`src/pkg/fac_pkg.sv`:
```
package fac_pkg;

	// ************************************************************
	// register map (byte addresses on the avalon bus)
	// ************************************************************
	localparam logic [31:0] FAC_ADDR_ECC_ERR   = 32'hFFFFF8A0; // first flash error address
	localparam logic [31:0] FAC_ADDR_ERR_FLAG  = 32'hFFFFF8A4; // error interrupt flag register
	localparam logic [31:0] FAC_ADDR_PROTECT   = 32'hFFFFF8A8; // protection prohibit bits
	localparam logic [31:0] FAC_ADDR_PROT_KEY  = 32'hFFFFF8AC; // protected sequence key
	localparam logic [31:0] FAC_ADDR_DED_ROUTE = 32'hFFFFF8B0; // double error routing
	localparam logic [31:0] FAC_ADDR_DF_CTL    = 32'hFFFFFCF8; // data flash control

	// ************************************************************
	// field layout and reset values
	// ************************************************************
	localparam int          FAC_ERR_ADDR_LSB = 2;
	localparam int          FAC_ERR_ADDR_MSB = 18;
	localparam logic [31:0] FAC_ECC_ERR_RST  = 32'h00000000;
	localparam logic [7:0]  FAC_DF_CTL_RST   = 8'h00;
	localparam int          FAC_DF_EN_BIT    = 7;
	localparam int          FAC_PROT_CHIP    = 0;
	localparam int          FAC_PROT_BLOCK   = 1;
	localparam int          FAC_PROT_PROG    = 2;
	localparam int          FAC_PROT_READ    = 3;
	localparam int          FAC_PROT_BOOT    = 4;
	localparam int          FAC_PROT_W       = 5;
	localparam logic [7:0]  FAC_PROT_KEY     = 8'hA5;
	localparam logic [15:0] FAC_DED_EXC_CODE = 16'h0080;

	// ************************************************************
	// code flash and data flash geometry
	// ************************************************************
	localparam int          FAC_CF_ADDR_W    = 19;
	localparam int          FAC_CF_BLOCK_LSB = 12;      // 4 KB erase blocks
	localparam int          FAC_CF_BLOCKS    = 128;
	localparam int          FAC_BLK_W        = 7;
	localparam int          FAC_BOOT_BLOCKS  = 8;
	localparam int          FAC_UNIT_LSB     = 3;       // 8 byte rewrite units
	localparam int          FAC_DF_ADDR_W    = 26;
	localparam logic [25:0] FAC_DF_FIRST     = 26'h3E00000;
	localparam logic [25:0] FAC_DF_LAST      = 26'h3E07FFF;
	localparam int          FAC_DF_BLOCK_LSB = 11;      // 2 KB erase blocks
	localparam int          FAC_DF_BLOCK_W   = 4;       // 16 blocks of 2 KB in 32 KB
	localparam int          FAC_ECC_W        = 7;

	// ************************************************************
	// carriers
	// ************************************************************
	typedef enum logic [2:0] {
		FAC_OP_NONE,
		FAC_OP_CHIP_ERASE,
		FAC_OP_BLOCK_ERASE,
		FAC_OP_PROGRAM,
		FAC_OP_READ
	} fac_op_t;

	typedef struct packed {
		fac_op_t     op;
		logic [18:0] addr;
		logic [7:0]  count;
	} fac_cmd_t;

	typedef struct packed {
		logic        read;
		logic        write;
		logic [31:0] address;
		logic [31:0] writedata;
		logic [3:0]  byteenable;
	} fac_avs_req_t;

	typedef struct packed {
		logic        valid;
		logic [18:0] addr;
		logic [31:0] data;
		logic [6:0]  ecc;
	} fac_rd_t;

	typedef struct packed {
		logic                         ser_meta;
		logic                         ser_sync;
		logic                         avs_wait;
		logic [31:0]                  avs_rdata;
		logic [16:0]                  err_addr;
		logic                         err_flag;
		logic [7:0]                   df_ctl;
		logic [FAC_PROT_W-1:0]        protect;
		logic                         key_armed;
		logic                         ded_route;
		logic [FAC_CF_BLOCKS-1:0]     erased;
		logic                         cmd_accept;
		logic                         cmd_refuse;
		fac_cmd_t                     cmd;
		logic                         df_erase_all;
		logic                         rd_valid;
		logic [31:0]                  rd_data;
		logic [6:0]                   wr_ecc;
		logic                         ded_nmi;
		logic                         ded_irq;
		logic [15:0]                  ded_code;
		logic                         df_sel;
		logic                         df_refuse;
		logic [FAC_DF_BLOCK_W-1:0]    df_block;
	} fac_state_t;

endpackage

```
`src/hdl/fac_flash_access.sv`:
```
// Overview of operation
// - each 4 KB code flash block can be erased on its own.
// - one erase request may cover 1 to 128 adjacent blocks inside the array.
// - chip-erase prohibit refuses chip and block erase in serial programming.
// - chip erase keeps the boot cluster protection flag.
// - block-erase prohibit refuses block erase in serial programming only.
// - program prohibit refuses block erase and rewrite in serial programming.
// - read prohibit refuses the read command in serial programming.
// - boot rewrite prohibit blocks erase and writing of boot cluster, both modes.
// - after erase, rewrite in 8 byte units with low three address bits zero.
// - a 7-bit ECC is kept with each 32-bit code flash word.
// - single-bit errors corrected silently, double errors raise an event.
// - double error goes out as NMI or maskable interrupt code 0080.
// - error address register holds address bits 18..2, others zero.
// - capture of the first error address sets the flash error flag.
// - while flag is set, no new capture and no new event.
// - any reset clears the error address register to zero.
// - data flash is 32 KB in 2 KB blocks, written in 32-bit steps.
// - data flash answers at 3E00000 through 3E07FFF.
// - data flash control bit 7 gates reads, reset value 00.
// - data flash control writes only via the protected key sequence.
module fac_flash_access
	import fac_pkg::*;
(
	input  wire logic                      i_clk_sys,
	input  wire logic                      i_rstn,
	// register bus
	input  wire fac_avs_req_t              i_avs,
	output logic [31:0]                    o_avs_readdata,
	output logic                           o_avs_waitrequest,
	// flash commands
	input  wire logic                      i_serial_mode,
	input  wire logic                      i_cmd_valid,
	input  wire fac_cmd_t                  i_cmd,
	input  wire logic [31:0]               i_wr_data,
	output logic                           o_cmd_accept,
	output logic                           o_cmd_refuse,
	output fac_cmd_t                       o_cmd,
	output logic                           o_df_erase_all,
	output logic [6:0]                     o_wr_ecc,
	// code flash array read path
	input  wire fac_rd_t                   i_rd,
	output logic                           o_rd_valid,
	output logic [31:0]                    o_rd_data,
	output logic                           o_ded_nmi,
	output logic                           o_ded_irq,
	output logic [15:0]                    o_ded_code,
	// data flash accesses from the memory bus controller
	input  wire logic                      i_df_req,
	input  wire logic                      i_df_write,
	input  wire logic [FAC_DF_ADDR_W-1:0]  i_df_addr,
	output logic                           o_df_sel,
	output logic                           o_df_refuse,
	output logic [FAC_DF_BLOCK_W-1:0]      o_df_block
);

	// ************************************************************
	// ecc helpers
	// ************************************************************

	// check bits over data placed at non power of two positions
	function automatic logic [6:0] ecc_gen(input logic [31:0] d);
		logic [6:0] c;
		int         p;
		c = '0;
		p = 3;
		for (int i = 0; i < 32; i++) begin
			if ((p & (p - 1)) == 0) begin
				p = p + 1;
			end
			for (int j = 0; j < 6; j++) begin
				if (((p >> j) & 1) == 1) begin
					c[j] = c[j] ^ d[i];
				end
			end
			p = p + 1;
		end
		c[6] = ^{d, c[5:0]};
		return c;
	endfunction

	// returns {double error, corrected data}
	function automatic logic [32:0] ecc_fix(input logic [31:0] d, input logic [6:0] e);
		logic [6:0]  c;
		logic [5:0]  syn;
		logic        par;
		logic [31:0] fixed;
		int          p;
		c     = ecc_gen(d);
		syn   = c[5:0] ^ e[5:0];
		par   = ^{d, e};
		fixed = d;
		p     = 3;
		for (int i = 0; i < 32; i++) begin
			if ((p & (p - 1)) == 0) begin
				p = p + 1;
			end
			if (par && (p == int'(syn))) begin
				fixed[i] = ~d[i];
			end
			p = p + 1;
		end
		return {((syn != 6'h00) && !par), fixed};
	endfunction

	// ************************************************************
	// state
	// ************************************************************
	fac_state_t state_q;
	fac_state_t state_d;

	// decode terms of the next state logic
	logic                     serial;
	logic                     req;
	logic                     commit_wr;
	logic                     clear_req;
	logic                     flag_eff;
	logic [32:0]              fix;
	logic [FAC_BLK_W-1:0]     blk;
	logic [8:0]               blk_end;
	logic [FAC_CF_BLOCKS-1:0] in_range;
	logic [FAC_CF_BLOCKS-1:0] boot_mask;
	logic                     range_bad;
	logic                     hits_boot;
	logic                     refuse;
	logic                     df_in_win;
	logic                     df_ok;
	logic [31:0]              rd_mux;

	// block range decode for erase requests
	always_comb begin
		blk       = i_cmd.addr[FAC_CF_ADDR_W-1:FAC_CF_BLOCK_LSB];
		blk_end   = {2'b00, blk} + {1'b0, i_cmd.count};
		range_bad = (i_cmd.count == 8'h00) || (blk_end > 9'(FAC_CF_BLOCKS));
	end

	// per block membership of the erase range and of the boot cluster
	for (genvar b = 0; b < FAC_CF_BLOCKS; b++) begin : g_blk
		assign in_range[b]  = (9'(b) >= {2'b00, blk}) && (9'(b) < blk_end);
		assign boot_mask[b] = (b < FAC_BOOT_BLOCKS);
	end

	// an erase that touches any boot block
	assign hits_boot = |(in_range & boot_mask);

	// register read multiplexer
	always_comb begin
		case (i_avs.address)
			FAC_ADDR_ECC_ERR:   rd_mux = {13'h0000, state_q.err_addr, 2'b00};
			FAC_ADDR_ERR_FLAG:  rd_mux = {31'h00000000, state_q.err_flag};
			FAC_ADDR_PROTECT:   rd_mux = {27'h0000000, state_q.protect};
			FAC_ADDR_DED_ROUTE: rd_mux = {31'h00000000, state_q.ded_route};
			FAC_ADDR_DF_CTL:    rd_mux = {24'h000000, state_q.df_ctl};
			default:            rd_mux = 32'h00000000;
		endcase
	end

	// ************************************************************
	// next state
	// ************************************************************
	always_comb begin
		state_d = state_q;
		serial  = state_q.ser_sync;

		// serial mode pin synchroniser
		state_d.ser_meta = i_serial_mode;
		state_d.ser_sync = state_q.ser_meta;

		// one-cycle outputs fall back each cycle
		state_d.cmd_accept   = 1'b0;
		state_d.cmd_refuse   = 1'b0;
		state_d.df_erase_all = 1'b0;
		state_d.ded_nmi      = 1'b0;
		state_d.ded_irq      = 1'b0;
		state_d.ded_code     = 16'h0000;
		state_d.df_sel       = 1'b0;
		state_d.df_refuse    = 1'b0;

		// avalon slave: answer one cycle after the request, commit on the handshake
		// every completed access drops the key, so it opens only the next access
		req       = i_avs.read | i_avs.write;
		commit_wr = 1'b0;
		clear_req = 1'b0;
		if (req && state_q.avs_wait) begin
			state_d.avs_wait  = 1'b0;
			state_d.avs_rdata = rd_mux;
		end else if (req) begin
			state_d.avs_wait  = 1'b1;
			state_d.key_armed = 1'b0;
			commit_wr         = i_avs.write & i_avs.byteenable[0];
		end

		// register writes
		// byte lane 0 must be enabled, every writable field sits in it
		if (commit_wr) begin
			case (i_avs.address)
				FAC_ADDR_PROT_KEY: begin
					state_d.key_armed = (i_avs.writedata[7:0] == FAC_PROT_KEY);
				end
				FAC_ADDR_DF_CTL: begin
					if (state_q.key_armed) begin
						state_d.df_ctl = i_avs.writedata[7:0];
					end
				end
				FAC_ADDR_ERR_FLAG: begin
					clear_req = i_avs.writedata[0];                              // write 1 clears
				end
				FAC_ADDR_PROTECT: begin
					// protections can be added but never removed by software
					state_d.protect = state_q.protect | i_avs.writedata[FAC_PROT_W-1:0];
				end
				FAC_ADDR_DED_ROUTE: begin
					state_d.ded_route = i_avs.writedata[0];
				end
				default: begin
				end
			endcase
		end

		// ecc check and correction of array reads
		fix              = ecc_fix(i_rd.data, i_rd.ecc);
		state_d.rd_valid = i_rd.valid;
		state_d.rd_data  = fix[31:0];
		state_d.wr_ecc   = ecc_gen(i_wr_data);

		// first error capture; an event in the clear cycle is kept
		// the flag guards the first address until software clears it
		flag_eff = state_q.err_flag & ~clear_req;
		if (clear_req) begin
			state_d.err_flag = 1'b0;
		end
		if (i_rd.valid && fix[32] && !flag_eff) begin
			state_d.err_addr = i_rd.addr[FAC_ERR_ADDR_MSB:FAC_ERR_ADDR_LSB];
			state_d.err_flag = 1'b1;
			state_d.ded_nmi  = state_q.ded_route;
			state_d.ded_irq  = ~state_q.ded_route;
			state_d.ded_code = FAC_DED_EXC_CODE;
		end

		// flash command screening
		// self-programming ignores every prohibit except the boot cluster one
		refuse = 1'b0;
		if (i_cmd_valid) begin
			case (i_cmd.op)
				FAC_OP_CHIP_ERASE: begin
					refuse = (serial && state_q.protect[FAC_PROT_CHIP])
					      || state_q.protect[FAC_PROT_BOOT];
				end
				FAC_OP_BLOCK_ERASE: begin
					refuse = range_bad
					      || (serial && state_q.protect[FAC_PROT_CHIP])
					      || (serial && state_q.protect[FAC_PROT_BLOCK])
					      || (serial && state_q.protect[FAC_PROT_PROG])
					      || (state_q.protect[FAC_PROT_BOOT] && hits_boot);
				end
				FAC_OP_PROGRAM: begin
					refuse = (i_cmd.addr[FAC_UNIT_LSB-1:0] != 3'b000)
					      || !state_q.erased[blk]
					      || (serial && state_q.protect[FAC_PROT_PROG])
					      || (state_q.protect[FAC_PROT_BOOT] && boot_mask[blk]);
				end
				FAC_OP_READ: begin
					refuse = serial && state_q.protect[FAC_PROT_READ];
				end
				default: begin
					refuse = 1'b1;
				end
			endcase
			state_d.cmd_accept = ~refuse;
			state_d.cmd_refuse = refuse;
			state_d.cmd        = i_cmd;
		end

		// effects of accepted erase commands
		// a chip erase takes the data flash with it
		if (i_cmd_valid && !refuse) begin
			case (i_cmd.op)
				FAC_OP_CHIP_ERASE: begin
					state_d.erased       = '1;
					state_d.df_erase_all = 1'b1;
					// extra area erased, boot cluster protection flag survives
					state_d.protect      = state_q.protect & (5'h01 << FAC_PROT_BOOT);
				end
				FAC_OP_BLOCK_ERASE: begin
					state_d.erased = state_q.erased | in_range;
				end
				default: begin
				end
			endcase
		end

		// data flash window, read gate and word-aligned writes
		// accesses outside the window belong to other devices and get no answer
		df_in_win = (i_df_addr >= FAC_DF_FIRST) && (i_df_addr <= FAC_DF_LAST);
		df_ok     = i_df_write ? (i_df_addr[1:0] == 2'b00)
		                       : state_q.df_ctl[FAC_DF_EN_BIT];
		if (i_df_req && df_in_win) begin
			state_d.df_sel    = df_ok;
			state_d.df_refuse = ~df_ok;
			state_d.df_block  = i_df_addr[FAC_DF_BLOCK_LSB+FAC_DF_BLOCK_W-1:FAC_DF_BLOCK_LSB];
		end
	end

	// state register; reset clears capture and control registers
	// the bus idles with waitrequest high, so every request is answered one cycle later and committed in the following handshake cycle
	always_ff @(posedge i_clk_sys or negedge i_rstn) begin
		if (!i_rstn) begin
			state_q          <= '0;
			state_q.avs_wait <= 1'b1;
		end else begin
			state_q <= state_d;
		end
	end

	// ************************************************************
	// outputs
	// ************************************************************

	// register bus answer
	assign o_avs_readdata    = state_q.avs_rdata;
	assign o_avs_waitrequest = state_q.avs_wait;

	// command screening results
	assign o_cmd_accept      = state_q.cmd_accept;
	assign o_cmd_refuse      = state_q.cmd_refuse;
	assign o_cmd             = state_q.cmd;
	assign o_df_erase_all    = state_q.df_erase_all;

	// check bits for the word being programmed
	assign o_wr_ecc          = state_q.wr_ecc;

	// corrected read data and double error events
	assign o_rd_valid        = state_q.rd_valid;
	assign o_rd_data         = state_q.rd_data;
	assign o_ded_nmi         = state_q.ded_nmi;
	assign o_ded_irq         = state_q.ded_irq;
	assign o_ded_code        = state_q.ded_code;

	// data flash answer
	assign o_df_sel          = state_q.df_sel;
	assign o_df_refuse       = state_q.df_refuse;
	assign o_df_block        = state_q.df_block;

endmodule // fac_flash_access

```
`config.mk`:
```
export PLATFORM = sky130hd
export DESIGN_NAME = fac_flash_access
export DESIGN_NICKNAME = d
export VERILOG_FILES = /design/src/pkg/fac_pkg.sv /design/src/hdl/fac_flash_access.sv
export SDC_FILE = /design/constraint.sdc
export NUM_CORES = 1
export LEC_CHECK = 0
export BUFFER_PORTS_ARGS = -buffer_cell sky130_fd_sc_hd__buf_2
export CAP_MARGIN = 20
export CORE_ASPECT_RATIO = 1.5
export CORE_MARGIN = 4
export CORE_UTILIZATION = 36
export CTS_CLUSTER_SIZE = 28
export DETAILED_ROUTE_END_ITERATION = 12
export GPL_TIMING_DRIVEN = 0
export HOLD_SLACK_MARGIN = 0.12
export RECOVER_POWER = 100
export SLEW_MARGIN = 20
export SYNTH_ARGS = -nofsm -noshare
export SYNTH_HDL_FRONTEND = slang
export SYNTH_SLANG_ARGS = --single-unit
```
`constraint.sdc`:
```
create_clock -name i_clk_sys -period 7.28 [get_ports i_clk_sys]
set_input_delay 1.456 -clock i_clk_sys [delete_from_list [all_inputs] [get_ports i_clk_sys]]
set_output_delay 1.456 -clock i_clk_sys [all_outputs]
set_load 0.02 [all_outputs]
```
==> metrics.cfg <==
[status]
status=finished with violations
violations=max-capacitance violations, max-slew violations

[synthesis]
synth-warning-count=0
synthesis.area_per_instance_um2=9.88
synth.top_cells.by_area=dfrtp_1, buf_4, xnor2_1
synth_enable_flop_cells=0
synth_top_cell_by_area=dfrtp_1
post_synth_xor_area_fraction=0.101
ys_seq_elements=265
synth_simple_gate_area_frac=0.117
synth.cells.most_frequent=dfrtp_1, nand2_1, buf_4
synth_compound_area_frac=0.192
synthesis.instances=1664
yosys.cell_count.top_type=dfrtp_1
synth.top_cell.area_share=0.402
synth.yosys.seq_area_share=0.403
synth_adder_area_share=0.00654
syn_area_um2=16400
synthArstFlopShare=1.00
yosysUniqueCellTypes=88
synth_flop_cell=dfrtp_1
main_combinational_cell_family_by_area_after_synthesis=compound AO/OA/AOI/OAI gates
synth_mux_area_frac=0.0952

[cts]
clock_latency_ps=590
number_of_buffers_created_by_cts=29
cts_sinks=265
cts.root.buffer_cell=clkbuf_16
clock_tree.buffer_depth=3
hold_buffers=0
clock_tree_from_tritoncts=yes
post_cts.repair.setup_buffers=0
worst_setup_hold_path_clk_slew_ps=60
cts_h_tree_depth=1
ctsResizeCount=0

[floorplanning]
initial_core_utilization=0.365
die_h_um=270
die_x_um=183
placementRows=95
die_area_um2=49200
boundaryPins=353
core-area_um2=45000

[setup_path]
setup.worst_path.end_class=flip-flop
r2r_setup_slack_ps=3040
timing.reg2reg.worst_path_depth=10
cp_max_fo=10
critical_path.reg2reg.startpoint=serial
critical_path_class=in2reg
worstPathArrival_ps=7130
critical_path.startpoint_type=input pin
crit_required_ps=7810
r2r-end=state_q[222]

[detailed_routing]
detail_route.first_pass.iterations=5
routed_wl_um=76600
detail_route.drc_violations=0
via_per_inst=5.73
antenna_violating_nets_post_route=0
avgRoutedWirePerCell_um=29.3
drt_first_iter_violations=1329
vias=15000

[global_routing]
global_route.usage.met3=0.0476
antenna_found_initial=2
grt_start_max_net_pins=100
gr-usage-met1=0.357
gr-total-overflow=0
grt_first_pass_wirelength_um=109000
grt_use_met2=0.510
global_route.usage.total=0.300
first_global_vias=15500
grt.busiest_layer=met2

[power]
power-per-cell-area_nw_per_um2=262
cellLeakagePower_uw=0.00788
power.share.switching=0.370
power_report.internal_total_uw=3210
portion_of_total_power_attributed_to_combinational_logic=0.346
power_switching_uw=1880
seq_power_share=0.350
ir_drop_worst_case_vdd_v=0.000170
power_frac_clock=0.304

[cells_and_area]
fill_cells=4542
drive_gt1_frac=0.225
layout_area_overhead_pct=18.2
design.final.nets=2240

[place]
dp_hpwl_um=59100
port-buffer-count=284
preCtsSetupSlack_ps=825
gp_routability_congestion=0.998

[hold_path]
worstHoldEndpoint=serial
whs_path_depth=0
timing.hold.worst.start=state_d[291]
min_path_type=reg2reg

[timing]
report.final.hold_viol_count=0
clock_period_minus_final_worst_setup_slack_ps=6610
final-max-slew-violation-count=86
fin_crit_sh=0.907
timing.fmax_ghz=0.151
timing.slew.headroom=-1.94
rsz_0062_raised_after_global_routing=no
finalClockSkew_ps=9.52
fin_worst_hold_slack_ps=377
setup_viol=0
timing_worst_slew_pin_value_ps=4410
layout_setup_ws_ps=675

[run]
max_cap_viol_count=2

==> worst max-delay path by stage <==
| stage | startpoint | endpoint | slack (ps) | cells past startpoint |
|---|---|---|---|---|
| 6_report | i_cmd[0] | state_q[222] | 670 | 13 |
| 5_1_grt | i_rstn | o_cmd[3] | 660 | 3 |
| 4_1_cts | i_cmd[0] | state_q[146] | 1400 | 11 |
| 3_5_place_dp | i_cmd[0] | state_q[146] | 820 | 11 |
| 3_3_place_gp | i_rstn | o_cmd[14] | -290 | 1 |
| 2_1_floorplan | i_cmd[0] | state_q[211] | 3020 | 11 |
==> registers in the layout, indices dropped and copies added, names as in the netlist, 4 cells and up <==
register,cells
o_avs_readdata,19
o_cmd,30
o_df_block,4
o_rd_data,32
o_wr_ecc,7
state_q,161
==> cells by family after synthesis <==
logic type,count (synthesis)
mux,103
other cells,1
compound gates,487
flops,265
simple gates,402
buf+inv,236
xor+xnor,162
fa+ha+maj,8
==> layout by cell type (no fill, tap or decap), drive strengths merged, types with 13 or more instances in the layout <==
master,n
a211oi,14
a21o,62
a21oi,96
a31oi,39
and2,19
buf,306
clkbuf,246
conb,28
dfrtp,264
inv,13
mux2,64
mux4,34
nand2,133
nand3,30
nor2,116
nor3,30
o21ai,119
o21bai,74
o31ai,19
xnor2,97
xnor3,14
xor2,50
==> critical path, cell delays in order <==
cell and delay [ps]:
clkbuf_1 160, ha_1 280, fa_1 460, a211oi_1 620
o2111ai_1 230, mux2i_1 730, a31oi_1 280, nor4_1 860
or2_0 230, a31o_1 150, clkbuf_1 480, clkbuf_1 960
a21o_1 220
==> cell type report <==
class | count | area (um^2) | area share
tap | 582 | 728 | 0.0375
timing repair buffer | 287 | 1320 | 0.0678
buffer | 225 | 1320 | 0.0677
sequential | 265 | 6630 | 0.341
antenna | 1 | 2.50 | 0.000129
clock buffer | 40 | 807 | 0.0415
inverter | 11 | 41.3 | 0.00212
multi-input combinational | 1190 | 8430 | 0.434
clock inverter | 11 | 163 | 0.00837
==> power groups by stage <==
stage	Clock [uW]	Combinational (uW)	Sequential (uW)
2_1_floorplan	0	1210	1770
3_3_place_gp	0	1830	1800
3_5_place_dp	0	1830	1810
4_1_cts	1580	1840	1780
5_1_grt	1640	1870	1800
6_report	1550	1760	1780
==> metal layers <==
metal | share of wire | vias to the layer above
met1 | 0.37 | 7421
met5 | 0 | -
met3 | 0.070 | 224
met2 | 0.49 | 816
li1 | - | 6515
met4 | 0.071 | 0
==> per-stage QoR <==
| stage | utilization | total power [uW] | instance area (um^2) | cells | setup TNS (ps) |
|---|---|---|---|---|---|
| final | 0.431 | 5090 | 19400 | 2612 | 0 |
| after floorplan | - | 2980 | 16500 | 1691 | 0 |
| after global routing | 0.431 | 5310 | 19400 | 2612 | 0 |
| after global placement | 0.415 | 3630 | 18700 | 2557 | -57640 |
| after CTS | 0.439 | 5200 | 19800 | 2611 | 0 |
| after detailed placement | 0.417 | 3640 | 18800 | 2560 | 0 |
(Power assumes the default switching activity.)
